File: src/abf_defs.svh
/*
 * Constants shared by both ends of the command/response framer.
 * Assumes inclusion by bare name from both end modules.
 */
`ifndef ABF_DEFS_SVH
`define ABF_DEFS_SVH

// ----------------------------------------------------------------
// Command layout
// ----------------------------------------------------------------
`define ABF_HDR_LEN      9'h004  // Header bytes before the body
`define ABF_LEN_CASE2    9'h005  // Header plus one expected length
`define ABF_LEN_CASE4X   9'h006  // Header, Lc and Le, data excluded
`define ABF_POS_CLA      9'h000  // Byte positions in the message
`define ABF_POS_INS      9'h001
`define ABF_POS_P1       9'h002
`define ABF_POS_P2       9'h003
`define ABF_POS_B4       9'h004
`define ABF_CNT_SAT      9'h1fe  // Counter ceiling, no wrap

// ----------------------------------------------------------------
// Header and length checks
// ----------------------------------------------------------------
`define ABF_CLA_INVALID  8'hff   // Forbidden class byte
`define ABF_INS_NIB_A    4'h6    // Forbidden instruction nibbles
`define ABF_INS_NIB_B    4'h9
`define ABF_LC_ZERO      8'h00   // Lc may never be zero
`define ABF_LE_ZERO_MAX  9'h100  // Le of zero means 256

// ----------------------------------------------------------------
// Status bytes that may carry data
// ----------------------------------------------------------------
`define ABF_SW1_MORE     8'h61
`define ABF_SW1_WARN_A   8'h62
`define ABF_SW1_WARN_B   8'h63
`define ABF_SW1_APP_NIB  4'h9

// ----------------------------------------------------------------
// Block chaining
// ----------------------------------------------------------------
`define ABF_BLK_MAX      8'hfe   // Bytes per information field

`endif

File: src/abf_pkg.sv
/*
 * Types shared by both ends of the framer.
 * Assumes nothing of its surroundings.
 */
package abf_pkg;

    // ------------------------------------------------------------
    // Command cases
    // ------------------------------------------------------------
    typedef enum logic [2:0] {
        ABF_CASE_BAD = 3'h0,  // Matches no layout
        ABF_CASE_1   = 3'h1,  // No data either way
        ABF_CASE_2   = 3'h2,  // Response data only
        ABF_CASE_3   = 3'h3,  // Command data only
        ABF_CASE_4   = 3'h4   // Data both ways
    } abf_case_t;

    // ------------------------------------------------------------
    // State machines
    // ------------------------------------------------------------
    typedef enum logic [2:0] {
        ABF_D_CMD  = 3'h0,  // Receiving a command
        ABF_D_STAT = 3'h1,  // Waiting for the status
        ABF_D_DATA = 3'h2,  // Passing response data
        ABF_D_SW1  = 3'h3,  // Sending first status byte
        ABF_D_SW2  = 3'h4,  // Sending second status byte
        ABF_D_FIN  = 3'h5   // Waiting for last byte to go
    } abf_card_st_t;

    typedef enum logic {
        ABF_H_SEND = 1'h0,  // Forwarding a command
        ABF_H_WAIT = 1'h1   // Awaiting its response
    } abf_term_st_t;

endpackage

File: src/abf_link_if.sv
/*
 * Byte link between terminal end and card end.
 * Assumes both ends share one clock; the bench joins them.
 */
`timescale 1ns/1ps

interface abf_link_if;

    // ------------------------------------------------------------
    // Command direction, terminal to card
    // ------------------------------------------------------------
    logic       c_valid;    // Byte offered
    logic       c_ready;    // Byte taken
    logic [7:0] c_data;     // Command byte
    logic       c_blk_end;  // Last byte of a block
    logic       c_last;     // Last byte of the message

    // ------------------------------------------------------------
    // Response direction, card to terminal
    // ------------------------------------------------------------
    logic       r_valid;
    logic       r_ready;
    logic [7:0] r_data;
    logic       r_blk_end;
    logic       r_last;

    modport term (
        output c_valid, c_data, c_blk_end, c_last, r_ready,
        input  c_ready, r_valid, r_data, r_blk_end, r_last
    );

    modport card (
        input  c_valid, c_data, c_blk_end, c_last, r_ready,
        output c_ready, r_valid, r_data, r_blk_end, r_last
    );

endinterface

File: src/abf_card_end.sv
/*
 * Card end: frames and checks commands from the link, hands the
 * body upward, and frames the response with its status trailer.
 * Assumes a terminal end on the link and a card application on
 * the same clock that supplies status and response data.
 */
`timescale 1ns/1ps
`include "abf_defs.svh"

module abf_card_end
    import abf_pkg::*;
#(
    parameter logic [7:0] BLK_MAX = `ABF_BLK_MAX  // Bytes per block
) (
    input  wire logic       clk_sys_in,
    input  wire logic       rst_in,
    input  wire logic       sm_active_in,  // Secure messaging on
    output logic [7:0]      cla_out,       // Header bytes
    output logic [7:0]      ins_out,
    output logic [7:0]      p1_out,
    output logic [7:0]      p2_out,
    output abf_case_t       case_out,      // Decoded case
    output logic [7:0]      lc_out,        // Command data length
    output logic [8:0]      le_max_out,    // Response data limit
    output logic            cmd_done_out,  // Command complete
    output logic            cmd_err_out,   // Command rejected
    output logic            cd_valid_out,  // Command data byte
    output logic [7:0]      cd_data_out,
    input  wire logic       cd_ready_in,
    input  wire logic       sw_valid_in,   // Status offered
    input  wire logic [7:0] sw1_in,
    input  wire logic [7:0] sw2_in,
    input  wire logic       has_data_in,   // Data will follow
    output logic            sw_ready_out,  // Status taken
    input  wire logic       rd_valid_in,   // Response data byte
    input  wire logic [7:0] rd_data_in,
    input  wire logic       rd_last_in,
    output logic            rd_ready_out,
    abf_link_if.card        link
);

    // ------------------------------------------------------------
    // Functions
    // ------------------------------------------------------------
    // Expected length as a byte count
    function automatic logic [8:0] le_len(input logic [7:0] b);
        le_len = (b == 8'h00) ? `ABF_LE_ZERO_MAX : {1'b0, b};
    endfunction

    // Statuses that may carry data
    function automatic logic sw_allows(input logic [7:0] s);
        sw_allows = (s == `ABF_SW1_MORE) | (s == `ABF_SW1_WARN_A)
                  | (s == `ABF_SW1_WARN_B)
                  | (s[7:4] == `ABF_SW1_APP_NIB);
    endfunction

    // ------------------------------------------------------------
    // Declarations
    // ------------------------------------------------------------
    abf_card_st_t st_reg, st_next;   // Exchange state
    logic [8:0]   cnt_reg;           // Bytes seen in command
    logic [7:0]   b4_reg;            // Fifth byte, Lc or Le
    logic         c_ready_reg, c_acc, is_data;
    logic [8:0]   len, dec_le;       // Decode results
    logic [7:0]   dec_lc;
    abf_case_t    dec_case;
    logic         dec_err;
    logic [7:0]   sw1_reg, sw2_reg;  // Held status
    logic         allow_reg;         // Data may go out
    logic [8:0]   sent_reg;          // Data bytes sent
    logic         sw_ready_reg, rd_ready_reg, sw_take, rd_take;
    logic         r_valid_reg, r_blk_reg, r_last_reg, out_free;
    logic [7:0]   r_data_reg, blk_cnt_reg, ld_data;
    logic         ld, ld_last, ld_blk, r_valid_next;
    logic         hv_reg, sv_reg, sv_next, push, pop;
    logic [7:0]   hd_reg, sd_reg;

    assign link.c_ready   = c_ready_reg;
    assign link.r_valid   = r_valid_reg;
    assign link.r_data    = r_data_reg;
    assign link.r_blk_end = r_blk_reg;
    assign link.r_last    = r_last_reg;
    assign sw_ready_out   = sw_ready_reg;
    assign rd_ready_out   = rd_ready_reg;
    assign cd_valid_out   = hv_reg;
    assign cd_data_out    = hd_reg;

    // Handshakes
    assign c_acc    = link.c_valid & c_ready_reg;
    assign sw_take  = sw_valid_in & sw_ready_reg;
    assign rd_take  = rd_valid_in & rd_ready_reg;
    assign out_free = ~r_valid_reg | link.r_ready;
    // Bytes after Lc, up to Lc of them, are the data field
    assign is_data  = (cnt_reg > `ABF_POS_B4)
                    & (cnt_reg < `ABF_LEN_CASE2 + {1'b0, b4_reg});
    assign push     = c_acc & is_data;
    assign pop      = hv_reg & cd_ready_in;
    assign sv_next  = (push & (pop ? sv_reg : hv_reg))
                    | (~pop & sv_reg);

    // ------------------------------------------------------------
    // Command decode on the final byte
    // ------------------------------------------------------------
    always_comb begin
        len      = cnt_reg + 9'h001;
        dec_case = ABF_CASE_BAD;
        dec_lc   = 8'h00;
        dec_le   = 9'h000;
        if (len == `ABF_HDR_LEN) begin
            dec_case = ABF_CASE_1;
        end else if (len == `ABF_LEN_CASE2) begin
            dec_case = ABF_CASE_2;
            dec_le   = le_len(link.c_data);
        end else if (len > `ABF_LEN_CASE2 && b4_reg != `ABF_LC_ZERO) begin
            dec_lc = b4_reg;
            if (len == `ABF_LEN_CASE2 + {1'b0, b4_reg}) begin
                dec_case = ABF_CASE_3;
            end else if (len == `ABF_LEN_CASE4X + {1'b0, b4_reg}) begin
                dec_case = ABF_CASE_4;
                dec_le   = le_len(link.c_data);
            end
        end
        dec_err = (dec_case == ABF_CASE_BAD)
                | (cla_out == `ABF_CLA_INVALID)
                | ins_out[0]
                | (ins_out[7:4] == `ABF_INS_NIB_A)
                | (ins_out[7:4] == `ABF_INS_NIB_B)
                | (sm_active_in & ((dec_case == ABF_CASE_1)
                                 | (dec_case == ABF_CASE_2)));
    end

    // ------------------------------------------------------------
    // Command reception
    // ------------------------------------------------------------
    // Header captured in order, then body counted
    always_ff @(posedge clk_sys_in or posedge rst_in) begin
        if (rst_in) begin
            cnt_reg      <= 9'h000;
            b4_reg       <= 8'h00;
            cla_out      <= 8'h00;
            ins_out      <= 8'h00;
            p1_out       <= 8'h00;
            p2_out       <= 8'h00;
            case_out     <= ABF_CASE_BAD;
            lc_out       <= 8'h00;
            le_max_out   <= 9'h000;
            cmd_done_out <= 1'b0;
            cmd_err_out  <= 1'b0;
        end else begin
            cmd_done_out <= c_acc & link.c_last;
            cmd_err_out  <= c_acc & link.c_last & dec_err;
            if (c_acc) begin
                if (link.c_last) begin
                    cnt_reg    <= 9'h000;
                    case_out   <= dec_case;
                    lc_out     <= dec_lc;
                    le_max_out <= dec_le;
                end else if (cnt_reg != `ABF_CNT_SAT) begin
                    cnt_reg <= cnt_reg + 9'h001;
                end
                if (cnt_reg == `ABF_POS_CLA) cla_out <= link.c_data;
                if (cnt_reg == `ABF_POS_INS) ins_out <= link.c_data;
                if (cnt_reg == `ABF_POS_P1)  p1_out  <= link.c_data;
                if (cnt_reg == `ABF_POS_P2)  p2_out  <= link.c_data;
                if (cnt_reg == `ABF_POS_B4)  b4_reg  <= link.c_data;
            end
        end
    end

    // ------------------------------------------------------------
    // Command data buffer towards the user
    // ------------------------------------------------------------
    // Two entries; link stalls when the spare is taken
    always_ff @(posedge clk_sys_in or posedge rst_in) begin
        if (rst_in) begin
            hv_reg <= 1'b0;
            sv_reg <= 1'b0;
            hd_reg <= 8'h00;
            sd_reg <= 8'h00;
        end else begin
            hv_reg <= push | sv_reg | (hv_reg & ~pop);
            sv_reg <= sv_next;
            if (pop & sv_reg) begin
                hd_reg <= sd_reg;
            end else if (push & (pop | ~hv_reg)) begin
                hd_reg <= link.c_data;
            end
            if (push & (pop ? sv_reg : hv_reg)) begin
                sd_reg <= link.c_data;
            end
        end
    end

    // ------------------------------------------------------------
    // Exchange sequencing
    // ------------------------------------------------------------
    always_comb begin
        st_next = st_reg;
        unique case (st_reg)
            ABF_D_CMD:  if (c_acc & link.c_last) st_next = ABF_D_STAT;
            ABF_D_STAT: if (sw_take) begin
                st_next = has_data_in ? ABF_D_DATA : ABF_D_SW1;
            end
            ABF_D_DATA: if (rd_take & rd_last_in) st_next = ABF_D_SW1;
            ABF_D_SW1:  if (out_free) st_next = ABF_D_SW2;
            ABF_D_SW2:  if (out_free) st_next = ABF_D_FIN;
            ABF_D_FIN:  if (out_free) st_next = ABF_D_CMD;
            default:    st_next = ABF_D_CMD;
        endcase
    end

    // Readies follow the next state; one command at a time
    always_ff @(posedge clk_sys_in or posedge rst_in) begin
        if (rst_in) begin
            st_reg       <= ABF_D_CMD;
            c_ready_reg  <= 1'b0;
            sw_ready_reg <= 1'b0;
            rd_ready_reg <= 1'b0;
        end else begin
            st_reg       <= st_next;
            c_ready_reg  <= (st_next == ABF_D_CMD) & ~sv_next;
            sw_ready_reg <= (st_next == ABF_D_STAT);
            rd_ready_reg <= (st_next == ABF_D_DATA) & ~r_valid_next;
        end
    end

    // Status capture and data count
    always_ff @(posedge clk_sys_in or posedge rst_in) begin
        if (rst_in) begin
            sw1_reg   <= 8'h00;
            sw2_reg   <= 8'h00;
            allow_reg <= 1'b0;
            sent_reg  <= 9'h000;
        end else if (sw_take) begin
            sw1_reg   <= sw1_in;
            sw2_reg   <= sw2_in;
            allow_reg <= sw_allows(sw1_in);
            sent_reg  <= 9'h000;
        end else if (ld & (st_reg == ABF_D_DATA)) begin
            sent_reg <= sent_reg + 9'h001;
        end
    end

    // ------------------------------------------------------------
    // Response output stage
    // ------------------------------------------------------------
    // Data is dropped if status forbids it or Le is reached
    always_comb begin
        ld      = 1'b0;
        ld_data = rd_data_in;
        ld_last = 1'b0;
        unique case (st_reg)
            ABF_D_DATA: ld = rd_take & allow_reg
                           & (sent_reg < le_max_out);
            ABF_D_SW1: begin
                ld      = out_free;
                ld_data = sw1_reg;
            end
            ABF_D_SW2: begin
                ld      = out_free;
                ld_data = sw2_reg;
                ld_last = 1'b1;
            end
            default: ;
        endcase
        ld_blk       = ld_last | (blk_cnt_reg == BLK_MAX - 8'h01);
        r_valid_next = ld | (r_valid_reg & ~link.r_ready);
    end

    always_ff @(posedge clk_sys_in or posedge rst_in) begin
        if (rst_in) begin
            r_valid_reg <= 1'b0;
            r_data_reg  <= 8'h00;
            r_blk_reg   <= 1'b0;
            r_last_reg  <= 1'b0;
            blk_cnt_reg <= 8'h00;
        end else begin
            r_valid_reg <= r_valid_next;
            if (ld) begin
                r_data_reg  <= ld_data;
                r_last_reg  <= ld_last;
                r_blk_reg   <= ld_blk;
                blk_cnt_reg <= ld_blk ? 8'h00 : blk_cnt_reg + 8'h01;
            end
        end
    end

endmodule

File: src/flat_wrapper.sv
// flat-port wrapper written by rule: the top's interface ports become plain ports
module abf_card_end_flat import abf_pkg::*;
#(
    parameter logic [7:0] BLK_MAX = `ABF_BLK_MAX                    
)
  (clk_sys_in, rst_in, sm_active_in, cla_out, ins_out, p1_out, p2_out, case_out, lc_out, le_max_out, cmd_done_out, cmd_err_out, cd_valid_out, cd_data_out, cd_ready_in, sw_valid_in, sw1_in, sw2_in, has_data_in, sw_ready_out, rd_valid_in, rd_data_in, rd_last_in, rd_ready_out, link_c_valid, link_c_data, link_c_blk_end, link_c_last, link_r_ready, link_c_ready, link_r_valid, link_r_data, link_r_blk_end, link_r_last);
  abf_link_if link_i ();
  input  wire logic clk_sys_in;
  input  wire logic rst_in;
  input  wire logic sm_active_in;
  output logic [7:0] cla_out;
  output logic [7:0] ins_out;
  output logic [7:0] p1_out;
  output logic [7:0] p2_out;
  output abf_case_t case_out;
  output logic [7:0] lc_out;
  output logic [8:0] le_max_out;
  output logic cmd_done_out;
  output logic cmd_err_out;
  output logic cd_valid_out;
  output logic [7:0] cd_data_out;
  input  wire logic cd_ready_in;
  input  wire logic sw_valid_in;
  input  wire logic [7:0] sw1_in;
  input  wire logic [7:0] sw2_in;
  input  wire logic has_data_in;
  output logic sw_ready_out;
  input  wire logic rd_valid_in;
  input  wire logic [7:0] rd_data_in;
  input  wire logic rd_last_in;
  output logic rd_ready_out;
  input wire logic [$bits(link_i.c_valid)-1:0] link_c_valid;
  input wire logic [$bits(link_i.c_data)-1:0] link_c_data;
  input wire logic [$bits(link_i.c_blk_end)-1:0] link_c_blk_end;
  input wire logic [$bits(link_i.c_last)-1:0] link_c_last;
  input wire logic [$bits(link_i.r_ready)-1:0] link_r_ready;
  output wire logic [$bits(link_i.c_ready)-1:0] link_c_ready;
  output wire logic [$bits(link_i.r_valid)-1:0] link_r_valid;
  output wire logic [$bits(link_i.r_data)-1:0] link_r_data;
  output wire logic [$bits(link_i.r_blk_end)-1:0] link_r_blk_end;
  output wire logic [$bits(link_i.r_last)-1:0] link_r_last;
  assign link_i.c_valid = link_c_valid;
  assign link_i.c_data = link_c_data;
  assign link_i.c_blk_end = link_c_blk_end;
  assign link_i.c_last = link_c_last;
  assign link_i.r_ready = link_r_ready;
  assign link_c_ready = link_i.c_ready;
  assign link_r_valid = link_i.r_valid;
  assign link_r_data = link_i.r_data;
  assign link_r_blk_end = link_i.r_blk_end;
  assign link_r_last = link_i.r_last;
  abf_card_end #(.BLK_MAX(BLK_MAX)) u_core (.clk_sys_in(clk_sys_in), .rst_in(rst_in), .sm_active_in(sm_active_in), .cla_out(cla_out), .ins_out(ins_out), .p1_out(p1_out), .p2_out(p2_out), .case_out(case_out), .lc_out(lc_out), .le_max_out(le_max_out), .cmd_done_out(cmd_done_out), .cmd_err_out(cmd_err_out), .cd_valid_out(cd_valid_out), .cd_data_out(cd_data_out), .cd_ready_in(cd_ready_in), .sw_valid_in(sw_valid_in), .sw1_in(sw1_in), .sw2_in(sw2_in), .has_data_in(has_data_in), .sw_ready_out(sw_ready_out), .rd_valid_in(rd_valid_in), .rd_data_in(rd_data_in), .rd_last_in(rd_last_in), .rd_ready_out(rd_ready_out), .link(link_i));
endmodule
File: config.mk
export PLATFORM = sky130hd
export DESIGN_NAME = abf_card_end_flat
export DESIGN_NICKNAME = d
export VERILOG_FILES = /design/src/abf_pkg.sv /design/src/abf_link_if.sv /design/src/abf_card_end.sv /design/src/flat_wrapper.sv
export VERILOG_INCLUDE_DIRS = /design/src /design/src/src
export SDC_FILE = /design/constraint.sdc
export NUM_CORES = 1
export LEC_CHECK = 0
export BUFFER_PORTS_ARGS = -buffer_cell sky130_fd_sc_hd__buf_2
export CAP_MARGIN = 30
export CORE_MARGIN = 2
export CORE_UTILIZATION = 55
export CTS_BUF_LIST = sky130_fd_sc_hd__clkbuf_16
export CTS_CLUSTER_SIZE = 30
export DETAILED_ROUTE_END_ITERATION = 8
export PLACE_DENSITY = 0.78
export SYNTH_ARGS = -nofsm -noshare
export SYNTH_HDL_FRONTEND = slang
export SYNTH_SLANG_ARGS = --single-unit
File: constraint.sdc
create_clock -name clk_sys_in -period 9 [get_ports clk_sys_in]
set_input_delay 0 -clock clk_sys_in [delete_from_list [all_inputs] [get_ports clk_sys_in]]
set_output_delay 0 -clock clk_sys_in [all_outputs]
set_load 0.01 [all_outputs]
==> qor.csv <==
stage,metric,value,unit
global_routing,track_usage,28.0,%
pwr,p_leak,4.24,nW
layout,postLayoutCoreUtil,68.1,%
timing,fin_crit,3.60,ns
setup_path,crit_path_end,u_core.sd_reg[6],
clock_tree,ctsRootBufferMaster,clkbuf_16,
clock_tree,clockBufferDepth,2,
yosys,synth_top_area_share,47.8,%
clock_tree,numCtsBuffers,17,
yosys,synth_seq_cells,140,
yosys,netlist_area,7330,sq um
timing,finalClockSkew,0.00671,ns
yosys,ys_seq_area_share,47.8,%
hold_path,worst_hold_path_type,in2reg,
layout,area_growth,22.0,%
timing,finalSetupTns,0,ns
clock_tree,clk_latency,0.43,ns
clock_tree,path_clk_slew,0.06,ns
status,status,"finished, final reports clean",
detailed_routing,drt_iter0_markers,622,
timing,rsz0062_at_grt,false,
setup_path,path_class,reg2reg,
global_routing,grt_first_pass_wirelength,31.4,mm
setup_path,r2r_end,u_core.sd_reg[6],
timing,maxSlewViolCount,0,
timing,hold_viol,0,
die,die_x,119,um
global_routing,grt-ovfl-total,0,
timing,fmax,278,MHz
die,die_area,14300,sq um
detailed_routing,num_vias,6377,
die,initial_core_util,55.8,%
yosys,synthTopCellsByArea,"dfrtp_1 (48%), mux2_2 (6.5%), nand2_1 (6.0%), ha_1 (4.9%), o21ai_0 (4.6%)",
global_routing,antenna_found_initial,0,
die,boundaryPins,121,
detailed_routing,post_drt_wl_per_cell,18.2,um
setup_path,reg2reg_depth,11,
setup_path,r2r_slack,5.40,ns
yosys,syn-num-nets,817,
yosys,synth.largest_area_cell,dfrtp_1,
setup_path,reg2reg_from,u_core.b4_reg[2],
die,num_rows,42,
timing,worstMarginPinSlew,1.13,ns
detailed_routing,drt-pass1-iter-count,5,
clock_tree,cts_tree,done,
yosys,synth_ff_type,dfrtp_1,
detailed_routing,viasPerCell,5.94,
timing,timing.final.crit_share,40.0,%
setup_path,critPathLaunchType,flip-flop,
setup_path,crit_arrival,3.91,ns
layout,diodes,0,
timing,slew_headroom,23.5,%
flow_run,drv_cap,0,
detailed_routing,drcViolationCount,0,
layout,nNetsFinal,957,
layout,n_fill_cell,995,
clock_tree,clkSinkCount,140,
layout,drive_gt1_share,23.9,%
die,fp.dieH,119,um
placement,gp_congestion,0.960,
yosys,synth_most_common_cell,dfrtp_1,
clock_tree,post_cts_resized,0,
yosys,avgSynthCellArea,9.85,sq um
detailed_routing,antenna_left,0,
yosys,netlist_instances,744,
global_routing,grt_max_degree,80,
setup_path,crit_fanout,12,
placement,portBuffers,119,
timing,finalSetupViolCount,0,
yosys,async_reset_ff_share,100,%
detailed_routing,routed_wirelength,19.5,mm
yosys,synth_cell_type_count,69,
yosys,yosys_warnings,0,
setup_path,startpoint,u_core.b4_reg[2],
yosys,synth_edf_count,0,
setup_path,required,9.31,ns
clock_tree,cts.htree.levels,4,
die,design.core.area,13100,sq um
yosys,synth_commonest_cells,"dfrtp_1 (140), nand2_1 (118), o21ai_0 (67)",
global_routing,grt_pass1_vias,6205,
pwr,vdd_ir_drop_max,0.212,mV
layout,final_cells,1073,
clock_tree,cts_setup_buffers,0,
pwr,power.density,297,nW/um^2
placement,dp_hpwl,13.7,mm
placement,placed_cells,1011,
setup_path,endpoint_kind,flip-flop,
[layout by cell type, fill, tap and decap left out, types with 29 or more instances in the layout]
master,instances
dfrtp_1,140
buf_2,119
nand2_1,118
o21ai_0,67
mux2_2,42
inv_1,33
nor2_1,33
a21oi_1,30
dlygate4sd3_1,30
ha_1,29
[worst max-delay path, cell delays in order (launching register included)]
cell and delay [ns]:
dfrtp_1 0.57, inv_1 0.13, ha_1 0.20, a21oi_1 0.27, nor2_1 0.09, xnor2_1 0.27, ha_1 0.32, a21o_1 0.18
a21oi_1 0.16, a21oi_1 0.20, a211oi_2 0.68, mux2_2 0.41
[kinds of logic (layout without fill, tap and decap cells)]
kind of cell             count (synthesis)  count (layout)  synth area share, %
AND/OR/NAND/NOR                        252             252                 17.0
AO/OA/AOI/OAI                          187             187                 16.3
flip-flops                             140             140                 47.8
buffers and inverters                   64             217                 3.50
multiplexers                            43              43                 6.59
adder cells (fa/ha/maj)                 29              29                 4.95
XOR/XNOR                                29              29                 3.86
[stage by stage]
step / power, mW / hold slack (ns) / instance area, sq um / setup slack [ns]
floorplan: 1.59 / 0.105 / 7330 / 5.25
global placement: 1.87 / 0.158 / 8040 / 5.65
detailed placement: 1.92 / 0.171 / 8040 / 5.50
CTS: 2.64 / 0.0113 / 8940 / 5.44
global route: 2.80 / 0.0421 / 8940 / 5.25
finish: 2.65 / 0.0185 / 8940 / 5.40
[routing by layer]
| metal | up-vias | global-route usage, % | routed length [um] |
|---|---|---|---|
| li1 | 2940 | - | - |
| met1 | 3091 | 38.2 | 8190 |
| met2 | 304 | 43.6 | 9270 |
| met3 | 42 | 6.56 | 1510 |
| met4 | 0 | 11.2 | 531 |
| met5 | - | 0 | 0 |
[power breakdown]
group / leakage [nW] / internal (mW) / total [mW] / switching (mW)
Combinational: 2.12 / 0.395 / 0.907 / 0.512
Clock: 0.286 / 0.434 / 0.710 / 0.276
Sequential: 1.83 / 0.832 / 1.04 / 0.203
Total: 4.24 / 1.66 / 2.65 / 0.990
[worst min-delay path by stage]
stage	from	endpoint	slack, ns	cells after the start
floorplan	sw1_in[0]	u_core.sw1_reg[0]	0.11	2
detailed placement	rst_in	u_core.p2_out[3]	0.17	2
global placement	rst_in	u_core.p2_out[2]	0.16	2
CTS	rd_data_in[5]	u_core.link.r_data[5]	0.01	4
finish	rd_data_in[4]	u_core.link.r_data[4]	0.02	4
global route	rd_data_in[1]	u_core.link.r_data[1]	0.04	4
[what timing repair did]
action	in CTS	in global routing
hold buffers	30	0
setup endpoints to repair	0	0
hold endpoints to repair	121	0
[cell type report]
type,instances,area [sq um],area share (%)
Multi-Input combinational cell,540,3570,39.9
Sequential cell,140,3500,39.2
Timing Repair Buffer,152,918,10.3
Clock buffer,17,425,4.76
Tap cell,176,220,2.46
Clock inverter,15,174,1.95
Inverter,33,129,1.44
(Power assumes the default switching activity.)
